$ cat src/logic/rcide_regs.svh
`ifndef RCIDE_REGS_SVH
`define RCIDE_REGS_SVH
// Register addresses on the plain register port.
`define RCIDE_A_CTRL 4'h0
`define RCIDE_A_STAGE 4'h1
`define RCIDE_A_VSTART 4'h2
`define RCIDE_A_HSTART 4'h3
`define RCIDE_A_BITW 4'h4
`define RCIDE_A_ONE 4'h5
`define RCIDE_A_ZERO 4'h6
`define RCIDE_A_STAT 4'h7
// Control register bit positions.
`define RCIDE_C_AUTO 0
`define RCIDE_C_RPT 1
`define RCIDE_C_DET 2
`define RCIDE_C_USER 3
`define RCIDE_C_RIC 4
`define RCIDE_C_DIG 5
`define RCIDE_C_TAG 6
`define RCIDE_C_NRT 7
// Reset values.
`define RCIDE_R_CTRL 8'h00
`define RCIDE_R_STAGE 2'h0
`define RCIDE_R_VSTART 8'h0a
`define RCIDE_R_HSTART 8'h40
`define RCIDE_R_BITW 8'h04
`define RCIDE_R_ONE 8'heb
`define RCIDE_R_ZERO 8'h10
`define RCIDE_R_HALF 10'h168
// Analog line framing.
`define RCIDE_RUNIN 16'haaaa
`define RCIDE_BITS_RIC 6'h34
`define RCIDE_BITS_NORIC 6'h24
// Digital line coding.
`define RCIDE_DIG_OFS 4'h5
`define RCIDE_DIG_START 8'h5e
`define RCIDE_DIG_END 8'h5f
`define RCIDE_IDX_DATA 6'h02
`define RCIDE_IDX_END 6'h2a
`define RCIDE_INFO_TOP 8'h9c
// Reserved timing-reference levels and their safe substitutes.
`define RCIDE_TRC_LO 8'h00
`define RCIDE_TRC_HI 8'hff
`define RCIDE_SAFE_LO 8'h01
`define RCIDE_SAFE_HI 8'hfe
`endif

$ cat src/logic/rcide_pkg.sv
package rcide_pkg;
  // Kind of the blanking line being built; codes 0 to 5 are the type field.
  typedef enum logic [2:0] {
    K_AUTO = 3'b000, K_RPT = 3'b001, K_DET0 = 3'b010, K_DET1 = 3'b011,
    K_USR0 = 3'b100, K_USR1 = 3'b101, K_DIG = 3'b110, K_NONE = 3'b111
  } rcide_kind_type;
  // Inserter state.
  typedef enum logic [1:0] {
    ST_IDLE = 2'b00, ST_WAIT = 2'b01, ST_BITS = 2'b10, ST_DIG = 2'b11
  } rcide_st_type;
  // Configuration of one quarter of the record picture.
  typedef struct packed {
    logic valid;
    logic sequence_unit_flag;
    logic analog_switch_flag;
    logic [1:0] stage;
    logic [1:0] input_path_index;
  } rcide_region_type;
  // Detector flags of one channel.
  typedef struct packed {
    logic signal_lost_flag;
    logic movement_flag;
    logic covered_lens_flag;
    logic darkness_flag;
  } rcide_det_type;
  // One luma sample of the record stream with its timing.
  typedef struct packed {
    logic vblank;
    logic hactive;
    logic field;
    logic [7:0] y;
  } rcide_video_type;
endpackage

$ cat src/logic/rcide_encoder.sv
`timescale 1ns/100ps
`include "rcide_regs.svh"
module rcide_encoder
  import rcide_pkg::*;
(
  // Clock and reset.
  input wire logic core_clk_i,
  input wire logic rst_i,
  // Register port.
  input wire logic [3:0] reg_addr_i,
  input wire logic [7:0] reg_wdata_i,
  input wire logic reg_wr_i,
  input wire logic reg_rd_i,
  output logic [7:0] reg_rdata_o,
  // Picture configuration and detector flags.
  input wire rcide_region_type [3:0] region_i,
  input wire logic [3:0] region_event_i,
  input wire rcide_det_type [3:0] input_set_a_i,
  input wire rcide_det_type [3:0] input_set_b_i,
  input wire logic lower_half_i,
  // Record stream.
  input wire rcide_video_type vid_i,
  output rcide_video_type vid_o
);

  ////////////////////////////////////////////////////////////////////////////
  logic [7:0] ctrl_ff, vstart_ff, hstart_ff, bitw_ff, one_ff, zero_ff;
  logic [1:0] stage_ff;
  logic [7:0] user_ff [8];
  logic [7:0] rdata_ff;
  logic [3:0] ev_ff;
  rcide_video_type vid_d_ff, vid_o_ff;
  logic [7:0] blk_ff;
  logic [8:0] act_ff;
  logic [9:0] pix_ff, half_ff;
  rcide_kind_type kind_ff;
  rcide_st_type st_ff;
  logic [51:0] sh_ff;
  logic [5:0] left_ff;
  logic [7:0] bpix_ff;
  logic ins_ff;

  // Register writes steer the inserter.
  always_ff @(posedge core_clk_i or posedge rst_i) begin
    if (rst_i) begin
      ctrl_ff <= `RCIDE_R_CTRL;
      stage_ff <= `RCIDE_R_STAGE;
      vstart_ff <= `RCIDE_R_VSTART;
      hstart_ff <= `RCIDE_R_HSTART;
      bitw_ff <= `RCIDE_R_BITW;
      one_ff <= `RCIDE_R_ONE;
      zero_ff <= `RCIDE_R_ZERO;
      for (int i = 0; i < 8; i++) begin
        user_ff[i] <= 8'h00;
      end
    end else if (reg_wr_i) begin
      if (reg_addr_i[3]) begin
        user_ff[reg_addr_i[2:0]] <= reg_wdata_i;
      end else begin
        case (reg_addr_i)
          `RCIDE_A_CTRL: ctrl_ff <= reg_wdata_i;
          `RCIDE_A_STAGE: stage_ff <= reg_wdata_i[1:0];
          `RCIDE_A_VSTART: vstart_ff <= reg_wdata_i;
          `RCIDE_A_HSTART: hstart_ff <= reg_wdata_i;
          `RCIDE_A_BITW: bitw_ff <= reg_wdata_i;
          `RCIDE_A_ONE: one_ff <= reg_wdata_i;
          `RCIDE_A_ZERO: zero_ff <= reg_wdata_i;
          default: ;
        endcase
      end
    end
  end

  // Read data stand for one cycle after the strobe, zero otherwise.
  always_ff @(posedge core_clk_i or posedge rst_i) begin
    if (rst_i) begin
      rdata_ff <= 8'h00;
    end else if (!reg_rd_i) begin
      rdata_ff <= 8'h00;
    end else if (reg_addr_i[3]) begin
      rdata_ff <= user_ff[reg_addr_i[2:0]];
    end else begin
      case (reg_addr_i)
        `RCIDE_A_CTRL: rdata_ff <= ctrl_ff;
        `RCIDE_A_STAGE: rdata_ff <= {6'h00, stage_ff};
        `RCIDE_A_VSTART: rdata_ff <= vstart_ff;
        `RCIDE_A_HSTART: rdata_ff <= hstart_ff;
        `RCIDE_A_BITW: rdata_ff <= bitw_ff;
        `RCIDE_A_ONE: rdata_ff <= one_ff;
        `RCIDE_A_ZERO: rdata_ff <= zero_ff;
        `RCIDE_A_STAT: rdata_ff <= {1'b0, kind_ff, ev_ff};
        default: rdata_ff <= 8'h00;
      endcase
    end
  end
  assign reg_rdata_o = rdata_ff;

  ////////////////////////////////////////////////////////////////////////////
  // Line and pixel timing taken from the incoming stream.
  logic line_rise, line_fall;
  assign line_rise = vid_i.hactive & ~vid_d_ff.hactive;
  assign line_fall = ~vid_i.hactive & vid_d_ff.hactive;

  // Counts blanking lines, active lines and samples within a line.
  always_ff @(posedge core_clk_i or posedge rst_i) begin
    if (rst_i) begin
      vid_d_ff <= '0;
      blk_ff <= 8'h00;
      act_ff <= 9'h000;
      pix_ff <= 10'h000;
      half_ff <= `RCIDE_R_HALF;
    end else begin
      vid_d_ff <= vid_i;
      if (!vid_i.vblank) begin
        blk_ff <= 8'h00;
      end else if (line_rise && blk_ff != 8'hff) begin
        blk_ff <= blk_ff + 8'h01;
      end
      if (vid_i.vblank) begin
        act_ff <= 9'h000;
      end else if (line_fall) begin
        act_ff <= act_ff + 9'h001;
      end
      pix_ff <= vid_i.hactive ? pix_ff + 10'h001 : 10'h000;
      if (line_fall && !vid_i.vblank) begin
        half_ff <= {1'b0, pix_ff[9:1]};
      end
    end
  end

  ////////////////////////////////////////////////////////////////////////////
  // Information fields, byte zero in the top bits.
  logic [31:0] auto_w;
  logic [63:0] det_w, user_w;
  logic [31:0] nrt_w;
  logic [7:0] loc0, loc1;
  assign loc0 = {input_set_a_i[0], input_set_a_i[1]};
  assign loc1 = {input_set_a_i[2], input_set_a_i[3]};
  assign nrt_w = {loc0, loc1, input_set_b_i[0], input_set_b_i[1],
                  input_set_b_i[2], input_set_b_i[3]};

  // Builds auto, detect and user fields.
  always_comb begin
    for (int r = 0; r < 4; r++) begin
      auto_w[31 - 8 * r -: 8] = {region_i[r].valid, ev_ff[r],
                                 region_i[r].sequence_unit_flag,
                                 region_i[r].analog_switch_flag,
                                 region_i[r].stage,
                                 region_i[r].input_path_index};
    end
    for (int b = 0; b < 8; b++) begin
      user_w[63 - 8 * b -: 8] = user_ff[b];
      det_w[63 - 8 * b -: 8] = 8'h00;
    end
    det_w[63 - 16 * stage_ff -: 8] = loc0;
    det_w[55 - 16 * stage_ff -: 8] = loc1;
  end

  // Picks the kind of the next blanking line from the enabled slots.
  logic [6:0] slot_en;
  logic [7:0] rel;
  rcide_kind_type pick;
  assign slot_en = {ctrl_ff[`RCIDE_C_USER], ctrl_ff[`RCIDE_C_USER],
                    ctrl_ff[`RCIDE_C_DET] & ~ctrl_ff[`RCIDE_C_NRT],
                    ctrl_ff[`RCIDE_C_DET],
                    ctrl_ff[`RCIDE_C_AUTO] & ctrl_ff[`RCIDE_C_RPT],
                    ctrl_ff[`RCIDE_C_AUTO],
                    ctrl_ff[`RCIDE_C_DIG]};
  assign rel = blk_ff - vstart_ff;
  always_comb begin
    int cnt;
    cnt = 0;
    pick = K_NONE;
    if (blk_ff >= vstart_ff) begin
      for (int i = 0; i < 7; i++) begin
        if (slot_en[i]) begin
          if (cnt == int'(rel)) begin
            pick = (i == 0) ? K_DIG : rcide_kind_type'(3'(i - 1));
          end
          cnt = cnt + 1;
        end
      end
    end
  end

  // Four data bytes, type and parity of the picked line.
  logic [31:0] data_w;
  logic par;
  always_comb begin
    case (pick)
      K_AUTO, K_RPT: data_w = auto_w;
      K_DET0: data_w = ctrl_ff[`RCIDE_C_NRT] ? nrt_w : det_w[63:32];
      K_DET1: data_w = det_w[31:0];
      K_USR0: data_w = user_w[63:32];
      K_USR1: data_w = user_w[31:0];
      default: data_w = 32'h0000_0000;
    endcase
  end
  assign par = ^{data_w, pick};

  ////////////////////////////////////////////////////////////////////////////
  // Event flags stay pending until an auto line has carried them.
  always_ff @(posedge core_clk_i or posedge rst_i) begin
    if (rst_i) begin
      ev_ff <= 4'h0;
    end else begin
      for (int r = 0; r < 4; r++) begin
        if (region_event_i[r]) begin
          ev_ff[r] <= 1'b1;
        end else if (line_rise && vid_i.vblank && pick == K_AUTO) begin
          ev_ff[r] <= 1'b0;
        end
      end
    end
  end

  // Inserter state machine and bit serializer.
  logic last_pix;
  assign last_pix = (bpix_ff + 8'h01 >= bitw_ff);
  always_ff @(posedge core_clk_i or posedge rst_i) begin
    if (rst_i) begin
      st_ff <= ST_IDLE;
      kind_ff <= K_NONE;
      sh_ff <= '0;
      left_ff <= 6'h00;
      bpix_ff <= 8'h00;
    end else if (line_rise) begin
      kind_ff <= vid_i.vblank ? pick : K_NONE;
      bpix_ff <= 8'h00;
      if (!vid_i.vblank || pick == K_NONE) begin
        st_ff <= ST_IDLE;
      end else if (pick == K_DIG) begin
        st_ff <= ST_DIG;
      end else begin
        st_ff <= ST_WAIT;
        if (ctrl_ff[`RCIDE_C_RIC]) begin
          sh_ff <= {`RCIDE_RUNIN, data_w, pick, par};
          left_ff <= `RCIDE_BITS_RIC;
        end else begin
          sh_ff <= {data_w, pick, par, 16'h0000};
          left_ff <= `RCIDE_BITS_NORIC;
        end
      end
    end else if (!vid_i.hactive) begin
      st_ff <= ST_IDLE;
    end else begin
      case (st_ff)
        ST_WAIT: begin
          if (pix_ff + 10'h001 == {1'b0, hstart_ff, 1'b0}) begin
            st_ff <= ST_BITS; // First bit lands on sample 2*hstart.
          end
        end
        ST_BITS: begin
          if (last_pix) begin
            bpix_ff <= 8'h00;
            sh_ff <= {sh_ff[50:0], 1'b0};
            left_ff <= left_ff - 6'h01;
            if (left_ff == 6'h01) begin
              st_ff <= ST_IDLE;
            end
          end else begin
            bpix_ff <= bpix_ff + 8'h01;
          end
        end
        ST_DIG: st_ff <= ST_DIG;
        default: st_ff <= ST_IDLE;
      endcase
    end
  end

  ////////////////////////////////////////////////////////////////////////////
  // Digital entry for the current sample; index wraps every 64 samples.
  logic [5:0] idx;
  logic [7:0] dig_y, nib_ofs;
  logic [159:0] info_w;
  assign idx = pix_ff[5:0];
  assign info_w = {auto_w, det_w, user_w};
  assign nib_ofs = `RCIDE_INFO_TOP - {idx - `RCIDE_IDX_DATA, 2'b00};
  always_comb begin
    if (idx < `RCIDE_IDX_DATA) begin
      dig_y = `RCIDE_DIG_START;
    end else if (idx < `RCIDE_IDX_END) begin
      dig_y = {`RCIDE_DIG_OFS, 4'(info_w >> nib_ofs)};
    end else begin
      dig_y = `RCIDE_DIG_END;
    end
  end

  // Boundary tag for the region whose left edge is at the current sample.
  logic [15:0] tag_w;
  logic [1:0] treg;
  logic at_left, at_right, tag_hit;
  assign at_left = pix_ff[9:1] == 9'h000;
  assign at_right = pix_ff[9:1] == half_ff[9:1];
  assign treg = {lower_half_i, at_right};
  assign tag_w = {act_ff, vid_i.field, region_i[treg].valid,
                  region_i[treg].analog_switch_flag, region_i[treg].stage,
                  region_i[treg].input_path_index};
  assign tag_hit = ctrl_ff[`RCIDE_C_TAG] & ~vid_i.vblank & vid_i.hactive
                   & (at_left | at_right);

  // Output sample selection with reserved codes kept out of inserted samples.
  logic [7:0] ins_y, safe_y;
  logic ins;
  always_comb begin
    ins = 1'b1;
    if (st_ff == ST_BITS && vid_i.hactive) begin
      ins_y = sh_ff[51] ? one_ff : zero_ff;
    end else if (vid_i.hactive && (st_ff == ST_DIG ||
                 (line_rise && vid_i.vblank && pick == K_DIG))) begin
      ins_y = dig_y; // Sample 0 is covered before the state settles.
    end else if (tag_hit) begin
      ins_y = pix_ff[0] ? tag_w[7:0] : tag_w[15:8];
    end else begin
      ins_y = vid_i.y;
      ins = 1'b0;
    end
    if (ins && ins_y == `RCIDE_TRC_LO) begin
      safe_y = `RCIDE_SAFE_LO;
    end else if (ins && ins_y == `RCIDE_TRC_HI) begin
      safe_y = `RCIDE_SAFE_HI;
    end else begin
      safe_y = ins_y;
    end
  end

  // Registered output stream, one cycle behind the input.
  always_ff @(posedge core_clk_i or posedge rst_i) begin
    if (rst_i) begin
      vid_o_ff <= '0;
      ins_ff <= 1'b0;
    end else begin
      vid_o_ff <= '{vblank: vid_i.vblank, hactive: vid_i.hactive,
                    field: vid_i.field, y: safe_y};
      ins_ff <= ins;
    end
  end
  assign vid_o = vid_o_ff;
  ////////////////////////////////////////////////////////////////////////////
  // Checks next to the logic.
  AST_PARITY: assert property (@(posedge core_clk_i) disable iff (rst_i)
    (st_ff == ST_WAIT && $past(st_ff) != ST_WAIT) |->
      ^(ctrl_ff[`RCIDE_C_RIC] ? sh_ff[35:0] : sh_ff[51:16]) == 1'b0)
    else $error("analog line parity is not even");
  AST_TYPE: assert property (@(posedge core_clk_i) disable iff (rst_i)
    (st_ff == ST_WAIT && $past(st_ff) != ST_WAIT && !ctrl_ff[`RCIDE_C_RIC])
      |-> sh_ff[19:17] == kind_ff)
    else $error("type field differs from line kind");
  AST_AUTO_FIRST: assert property (@(posedge core_clk_i) disable iff (rst_i)
    (line_rise && vid_i.vblank && pick == K_AUTO && !ctrl_ff[`RCIDE_C_RIC])
      |=> sh_ff[51:46] == {$past(region_i[0].valid), $past(ev_ff[0]),
                           $past(region_i[0].sequence_unit_flag),
                           $past(region_i[0].analog_switch_flag),
                           $past(region_i[0].stage)})
    else $error("auto line does not open with top left region");
  AST_EVENT_SET: assert property (@(posedge core_clk_i) disable iff (rst_i)
    region_event_i[0] |=> ev_ff[0])
    else $error("event lost against clear");
  AST_NO_TRC: assert property (@(posedge core_clk_i) disable iff (rst_i)
    ins_ff |-> (vid_o_ff.y != `RCIDE_TRC_LO && vid_o_ff.y != `RCIDE_TRC_HI))
    else $error("inserted sample equals a timing reference code");
  AST_DIG_START: assert property (@(posedge core_clk_i) disable iff (rst_i)
    (st_ff == ST_DIG && vid_i.hactive && pix_ff[5:0] == 6'h00 &&
     !line_rise) |=> vid_o_ff.y == `RCIDE_DIG_START ##1
      vid_o_ff.y == `RCIDE_DIG_START)
    else $error("digital sequence does not open with start code");
  AST_TAG_OFF: assert property (@(posedge core_clk_i) disable iff (rst_i)
    (!ctrl_ff[`RCIDE_C_TAG] && !vid_i.vblank && st_ff == ST_IDLE)
      |=> vid_o_ff.y == $past(vid_i.y))
    else $error("active sample altered with tag disabled");
  AST_BIT_WIDTH: assert property (@(posedge core_clk_i) disable iff (rst_i)
    (st_ff == ST_BITS && vid_i.hactive && bitw_ff > 8'h01 &&
     $stable(bitw_ff)) |-> bpix_ff < bitw_ff)
    else $error("bit stretched beyond programmed width");

endmodule

$ cat config.mk
export PLATFORM = sky130hd
export DESIGN_NAME = rcide_encoder
export DESIGN_NICKNAME = d
export VERILOG_FILES = /design/src/logic/rcide_pkg.sv /design/src/logic/rcide_encoder.sv
export VERILOG_INCLUDE_DIRS = /design/src /design/src/logic
export SDC_FILE = /design/constraint.sdc
export NUM_CORES = 1
export LEC_CHECK = 0
export ABC_AREA = 1
export BUFFER_PORTS_ARGS = -buffer_cell sky130_fd_sc_hd__buf_2
export CORE_AREA = 2 2 199 201
export CTS_BUF_LIST = sky130_fd_sc_hd__clkbuf_8
export CTS_CLUSTER_SIZE = 16
export DETAILED_ROUTE_END_ITERATION = 8
export DIE_AREA = 0 0 201 203
export HOLD_SLACK_MARGIN = 0.02
export SYNTH_ARGS = -nofsm -noshare
export SYNTH_HDL_FRONTEND = slang
export SYNTH_SLANG_ARGS = --single-unit
$ cat constraint.sdc
create_clock -name core_clk_i -period 11.4 [get_ports core_clk_i]
set_input_delay 0 -clock core_clk_i [delete_from_list [all_inputs] [get_ports core_clk_i]]
set_output_delay 0 -clock core_clk_i [all_outputs]
set_load 0.01 [all_outputs]
==> results.py, run 1 <==
metrics = {
    "worst_setup_path": {
        "cp_common_cell": "nand2_1",
        "cp_max_fo": 62,
        "crit_slowest_cell": "inv_2",
        "cp.required_ns": 11.95,
        "max_stage_delay_ns": 1.03,
        "critical_path_class": "register to register",
        "crit_arrival_ns": 7.70,
        "cp-start-kind": "register",
        "worstSetupEndpointType": "register",
        "r2r_cells": 31,
    },
    "logic_synthesis": {
        "ys_ff_latch": 243,
        "async_reset_ff_share_pct": 100,
        "synth-xor-area-share_pct": 1.88,
        "syn-instance-count": 2605,
        "synthAdderAreaFrac_pct": 2.32,
        "dominantRegCellSynth": "dfrtp_1",
        "synthMuxAreaShare_pct": 0,
        "ys_seq_area_share_pct": 34.6,
        "synth-edff-count": 0,
        "syn_area_um2": 17600,
        "syn_avg_cell_area_um2": 6.76,
        "synth_top_family_by_area": "simple AND/OR/NAND/NOR gates",
        "syn-num-nets": 2729,
        "synthTopCellsByArea": "dfrtp_1, nand2_1, o21ai_0",
        "synthTopCellsByCount": "nand2_1, inv_1, o21ai_0",
        "yosys.area_share.simple_pct": 29.9,
        "yosysTopAreaCell": "dfrtp_1",
        "synth_top_area_share_pct": 32.0,
        "yosysWarnings": 0,
        "synth_most_common_cell": "nand2_1",
        "synth_compound_area_share_pct": 21.3,
        "yosysUniqueCellTypes": 59,
    },
    "finish": {
        "fillers": 3930,
        "drive_above_1_share_pct": 10.6,
        "nNetsFinal": 2812,
        "syn2layout_area_growth_pct": 11.7,
        "num_antenna_cells": 0,
    },
    "power_and_ir_drop": {
        "design_power_total_w": 0.00302,
        "vdd_drop_max_v": 0.000101,
        "swShare_pct": 40.2,
        "power_frac_comb_pct": 29.3,
        "p_per_area_nw_per_um2": 153,
        "intPower_w": 0.00181,
        "power_switching_w": 0.00121,
        "seq_power_share_pct": 41.6,
        "p_leak_nw": 9.55,
        "pwr-share-clk_pct": 29.1,
    },
    "run_status": {
        "status": "finished, final reports clean",
    },
    "floorplanning": {
        "core-area_um2": 38500,
        "die_area_um2": 40800,
        "io_pins": 111,
        "rows": 72,
        "fp.dieH_um": 203,
        "chipWidth_um": 201,
        "initial_core_util_pct": 45.8,
    },
    "drt": {
        "totalWireLength_mm": 75.0,
        "first_pass_iters": 6,
        "viasPerCell": 5.94,
        "dr.first_iter.drc_count": 2416,
        "drt-wirelength-per-cell_um": 23.1,
        "antenna_left": 0,
        "vias": 19244,
        "drc_errors": 0,
    },
    "hold_path": {
        "min_path_type": "primary input to asynchronous set/reset pin",
    },
    "sta": {
        "tns_ns": 0,
        "setup-violations-final": 0,
        "rsz0062_at_grt": "false",
        "hold-worst-slack_ns": 0.00761,
        "hold_viol_final": 0,
        "layout_min_cycle_time_ns": 7.16,
        "fin_crit_sh_pct": 62.8,
        "drv_slew": 0,
        "fmax_mhz": 140,
        "slew_headroom_pct": 29.0,
        "fin_ws_ns": 4.24,
        "finClkSkew_ns": 0.0290,
        "tightest_slew_ns": 1.06,
    },
    "clocking": {
        "clock_latency_ns": 0.64,
        "cts_resized": 0,
        "clk_path_buf_depth": 3,
        "cts_tree": "built",
        "cts-root-buf": "clkbuf_8",
        "clk_pin_slew_ns": 0.06,
        "cts_max_level": 2,
        "numClockSinks": 243,
        "cts_made_buffers": 44,
    },
    "grt": {
        "overflow": 0,
        "grt_pass1_wl_mm": 112,
        "grt_pass1_vias": 17703,
        "grt.total_usage_pct": 36.4,
        "grt_max_degree": 112,
        "antenna_found_initial": 0,
    },
    "placed_design": {
        "io_buffers": 110,
        "dp_hpwl_mm": 55.6,
        "pre_cts_slack_ns": 4.37,
        "gp_congestion": 1.06,
    },
    "job": {
        "maxCapViolations": 0,
    },
}
## routing by layer
metal / part of all wire (%) / track usage [%]
met2: 43 / 55.8
met5: 0 / 0
met4: 5.2 / 17.6
met3: 9.5 / 6.79
met1: 42 / 49.4
## flip-flops by register name, indices dropped and copies added (netlist names)
register / count
ev_ff: 4
hstart_ff: 8
left_ff: 6
ctrl_ff: 8
vstart_ff: 8
reg_rdata_o: 8
one_ff: 8
bitw_ff: 8
zero_ff: 8
st_ff: 2
half_ff: 8
bpix_ff: 8
vid_o: 11
blk_ff: 8
kind_ff: 3
stage_ff: 2
info_w: 64
pix_ff: 10
sh_ff: 52
act_ff: 9
## power by group through the flow
stage	Clock [W]	Combinational [W]	Sequential [W]
2_1_floorplan	0	0.000616	0.00117
3_3_place_gp	0	0.000848	0.00125
3_5_place_dp	0	0.000858	0.00125
4_1_cts	0.000890	0.000871	0.00124
5_1_grt	0.000934	0.000987	0.00127
6_report	0.000880	0.000885	0.00126
## worst paths after layout
check                                               to  slack, ns              startpoint
worst min register to register   sh_ff[47]$_DFFE_PP0P_       0.48   sh_ff[47]$_DFFE_PP0P_
max in group asynchronous         sh_ff[4]$_DFFE_PP0P_       9.66                   rst_i
worst max register to register  left_ff[5]$_DFFE_PP0P_       4.24  ctrl_ff[0]$_DFFE_PP0P_
worst max-delay path            left_ff[5]$_DFFE_PP0P_       4.24  ctrl_ff[0]$_DFFE_PP0P_
min in group core_clk_i          sh_ff[41]$_DFFE_PP0P_       0.07        input_set_a_i[9]
worst min-delay path             act_ff[1]$_DFFE_PP0P_      0.008                   rst_i
## final cells by class
class	instances	area (um2)	area share, %
clock inverters	27	174	0.884
inverters	318	1200	6.10
flip-flops and latches	243	6100	31.0
repair buffers	163	1040	5.28
clock buffers	55	757	3.85
well taps	518	648	3.29
multi-input cells	1918	9750	49.6
## through the flow
stage	instances	util, %	cell area (um2)
after floorplan	2605	-	17600
after global placement	3124	47.8	18400
after detailed placement	3124	47.8	18400
after CTS	3242	51.2	19700
after global routing	3242	51.2	19700
final	3242	51.2	19700
## critical path, delay by kind of cell (launching register included)
family          cells  cell delay (ns)
buf+inv             5             1.32
compound gates      4             0.68
fa+ha+maj           4             1.14
simple gates       18             3.39
flops               1             0.52
## kinds of logic (layout without fill, tap and decap cells)
family	count (synthesis)	after routing
and+or+nand+nor	1212	1212
adders and majority gates	32	32
AOI/OAI and AO/OA	637	637
buffers and inverters	444	563
DFF	243	243
xor gates and xnor gates	37	37
## cell usage in the layout, fill, tap and decap left out, drive strengths merged, types with 16 or more instances in the layout
master / n
xor2: 28
buf: 127
nor2: 258
dlygate4sd3: 36
dfrtp: 225
inv: 332
nand3: 172
o211ai: 16
nor3: 38
nand4: 56
a221oi: 26
clkbuf: 55
dfstp: 18
o21ai: 319
o31ai: 19
ha: 31
o22ai: 40
nand2: 673
o221ai: 33
a21oi: 123
## what timing repair did
| action | in CTS | in global routing |
|---|---|---|
| buffers inserted | 0 | 0 |
| endpoints found under the hold margin | 247 | 0 |
| hold buffers | 36 | 0 |
| endpoints found under the setup margin | 0 | 0 |
(Power assumes the default switching activity.)
==> run 2, diff against run 1 <==
Settings changed: PLACE_DENSITY set to 0.65.
Clock period 11.4 ns to 6 ns, I/O delays scaled along.
==> results.py, run 2 (synthesized netlist as in run 1, its figures left out) <==
metrics = {
    "finish": {
        "final_cell_mix": "nand2_1, inv_1, o21ai_0",
        "fillers": 3913,
        "largest_reg_flops": 64,
        "syn2layout_area_growth_pct": 14.2,
        "num_antenna_cells": 0,
        "layout_commonest_cell": "nand2_1",
        "stdcell_count": 3281,
        "drive_above_1_share_pct": 12.1,
        "nNetsFinal": 2851,
    },
    "floorplanning": {
        "die_area_um2": 40800,
        "initial_core_util_pct": 45.8,
        "rows": 72,
        "core-area_um2": 38500,
        "io_pins": 111,
        "chipWidth_um": 201,
        "fp.dieH_um": 203,
    },
    "grt": {
        "grt_pass1_vias": 18309,
        "antenna_found_initial": 0,
        "grt.total_usage_pct": 38.0,
        "grt_pass1_wl_mm": 117,
        "grt_max_degree": 76,
        "overflow": 0,
    },
    "placed_design": {
        "io_buffers": 110,
        "gp_congestion": 1.02,
        "placed_cells": 3148,
        "pre_cts_slack_ns": 0.0817,
        "dp_hpwl_mm": 58.9,
    },
    "power_and_ir_drop": {
        "p_leak_nw": 9.76,
        "p_per_area_nw_per_um2": 291,
        "vdd_drop_max_v": 0.000291,
    },
    "clocking": {
        "cts_tree": "built",
        "clk_path_buf_depth": 3,
        "numClockSinks": 243,
        "cts-root-buf": "clkbuf_8",
        "clk_pin_slew_ns": 0.06,
        "clock_latency_ns": 0.65,
        "cts_made_buffers": 45,
        "cts_max_level": 2,
    },
    "hold_path": {
        "min_path_type": "primary input to register",
        "hold_depth": 3,
    },
    "sta": {
        "setup-violations-final": 0,
        "drv_slew": 0,
        "fin_ws_ns": 0.405,
        "tightest_slew_ns": 0.979,
        "layout_min_cycle_time_ns": 5.59,
        "tns_ns": 0,
        "fin_crit_sh_pct": 93.2,
        "hold_viol_final": 0,
        "slew_headroom_pct": 34.8,
        "finClkSkew_ns": 0.0445,
        "fmax_mhz": 179,
        "hold-worst-slack_ns": 0.0548,
    },
    "worst_setup_path": {
        "max_stage_delay_ns": 0.56,
        "cp.required_ns": 6.53,
        "cp_max_fo": 8,
        "cp-start-kind": "register",
        "r2r_cells": 33,
        "crit_slowest_cell": "dlygate4sd3_1",
        "worstSetupEndpointType": "register",
        "critical_path_class": "register to register",
        "crit_arrival_ns": 6.13,
        "cp_common_cell": "nand2_1",
    },
    "drt": {
        "totalWireLength_mm": 78.5,
        "drc_errors": 0,
        "vias": 19566,
        "antenna_left": 0,
        "first_pass_iters": 6,
        "drt-wirelength-per-cell_um": 23.9,
        "dr.first_iter.drc_count": 2382,
        "viasPerCell": 5.96,
    },
    "job": {
        "maxCapViolations": 0,
    },
    "run_status": {
        "status": "finished, final reports clean",
    },
}
-- run 2: changes by cell type in the layout (fill, tap and decap cells not counted), sizes merged --
cell         previous run  this run
dlygate4sd3            36        40
bufinv                  1         2
inv                   332       331
clkinvlp                0         2
clkinv                 12        11
nor2                  258       259
buf                   127       160
-- run 2: final cells by class --
type | count | area [um2] | share of cell area [%]
Sequential cell | 243 | 6110 | 30.4
Clock buffer | 55 | 757 | 3.76
Clock inverter | 28 | 203 | 1.01
Tap cell | 518 | 648 | 3.22
Timing Repair Buffer | 200 | 1380 | 6.86
Inverter | 318 | 1200 | 5.95
Multi-Input combinational cell | 1919 | 9820 | 48.8
-- run 2: worst paths after layout --
path	slack, ns	endpoint	start
worst max-delay path	0.41	vid_o[0]$_DFF_PP0_	ctrl_ff[5]$_DFFE_PP0P_
max in group asynchronous	3.59	ctrl_ff[5]$_DFFE_PP0P_	rst_i
worst max register to register	0.41	vid_o[0]$_DFF_PP0_	ctrl_ff[5]$_DFFE_PP0P_
worst min register to register	0.48	sh_ff[47]$_DFFE_PP0P_	sh_ff[47]$_DFFE_PP0P_
min in group asynchronous	0.41	vid_o[10]$_DFF_PP0_	rst_i
worst min-delay path	0.05	info_w[0]$_DFFE_PP0P_	reg_wdata_i[0]
-- run 2: where the power goes --
group          leakage (nW)  total [W]  switching [W]  internal, W
Combinational          6.19    0.00174        0.00118     0.000562
Clock                 0.551    0.00173       0.000806     0.000928
Sequential             3.02    0.00237       0.000366      0.00201
Total                  9.76    0.00585        0.00235      0.00350
-- run 2: critical path, delay by kind of cell, from the launching register on --
kind	cells	cell delay, ns
buffers and inverters	8	1.26
flip-flops	1	0.40
adder cells (fa/ha/maj)	4	1.11
AND/OR/NAND/NOR	17	1.90
AO/OA/AOI/OAI	4	0.83
-- run 2: timing repair --
item	in CTS	in global routing
setup buffers	0	9
hold buffers	40	0
hold endpoints to repair	297	0
gates resized for setup	0	15
setup endpoints to repair	0	3
-- run 2: per-stage QoR --
step	power, W	area, um2	utilization, %
after CTS	0.00581	20000	51.9
after global placement	0.00402	18600	48.4
after detailed placement	0.00404	18600	48.4
after global routing	0.00616	20100	52.3
final	0.00585	20100	52.3
after floorplan	0.00339	17600	-
-- run 2: per-layer routing --
metal	global-route usage, %	up-vias	wire, um
li1	-	8986	-
met1	51.5	9299	32200
met2	59.6	1082	34900
met3	6.28	199	7550
met4	17.9	0	3810
met5	0	-	0
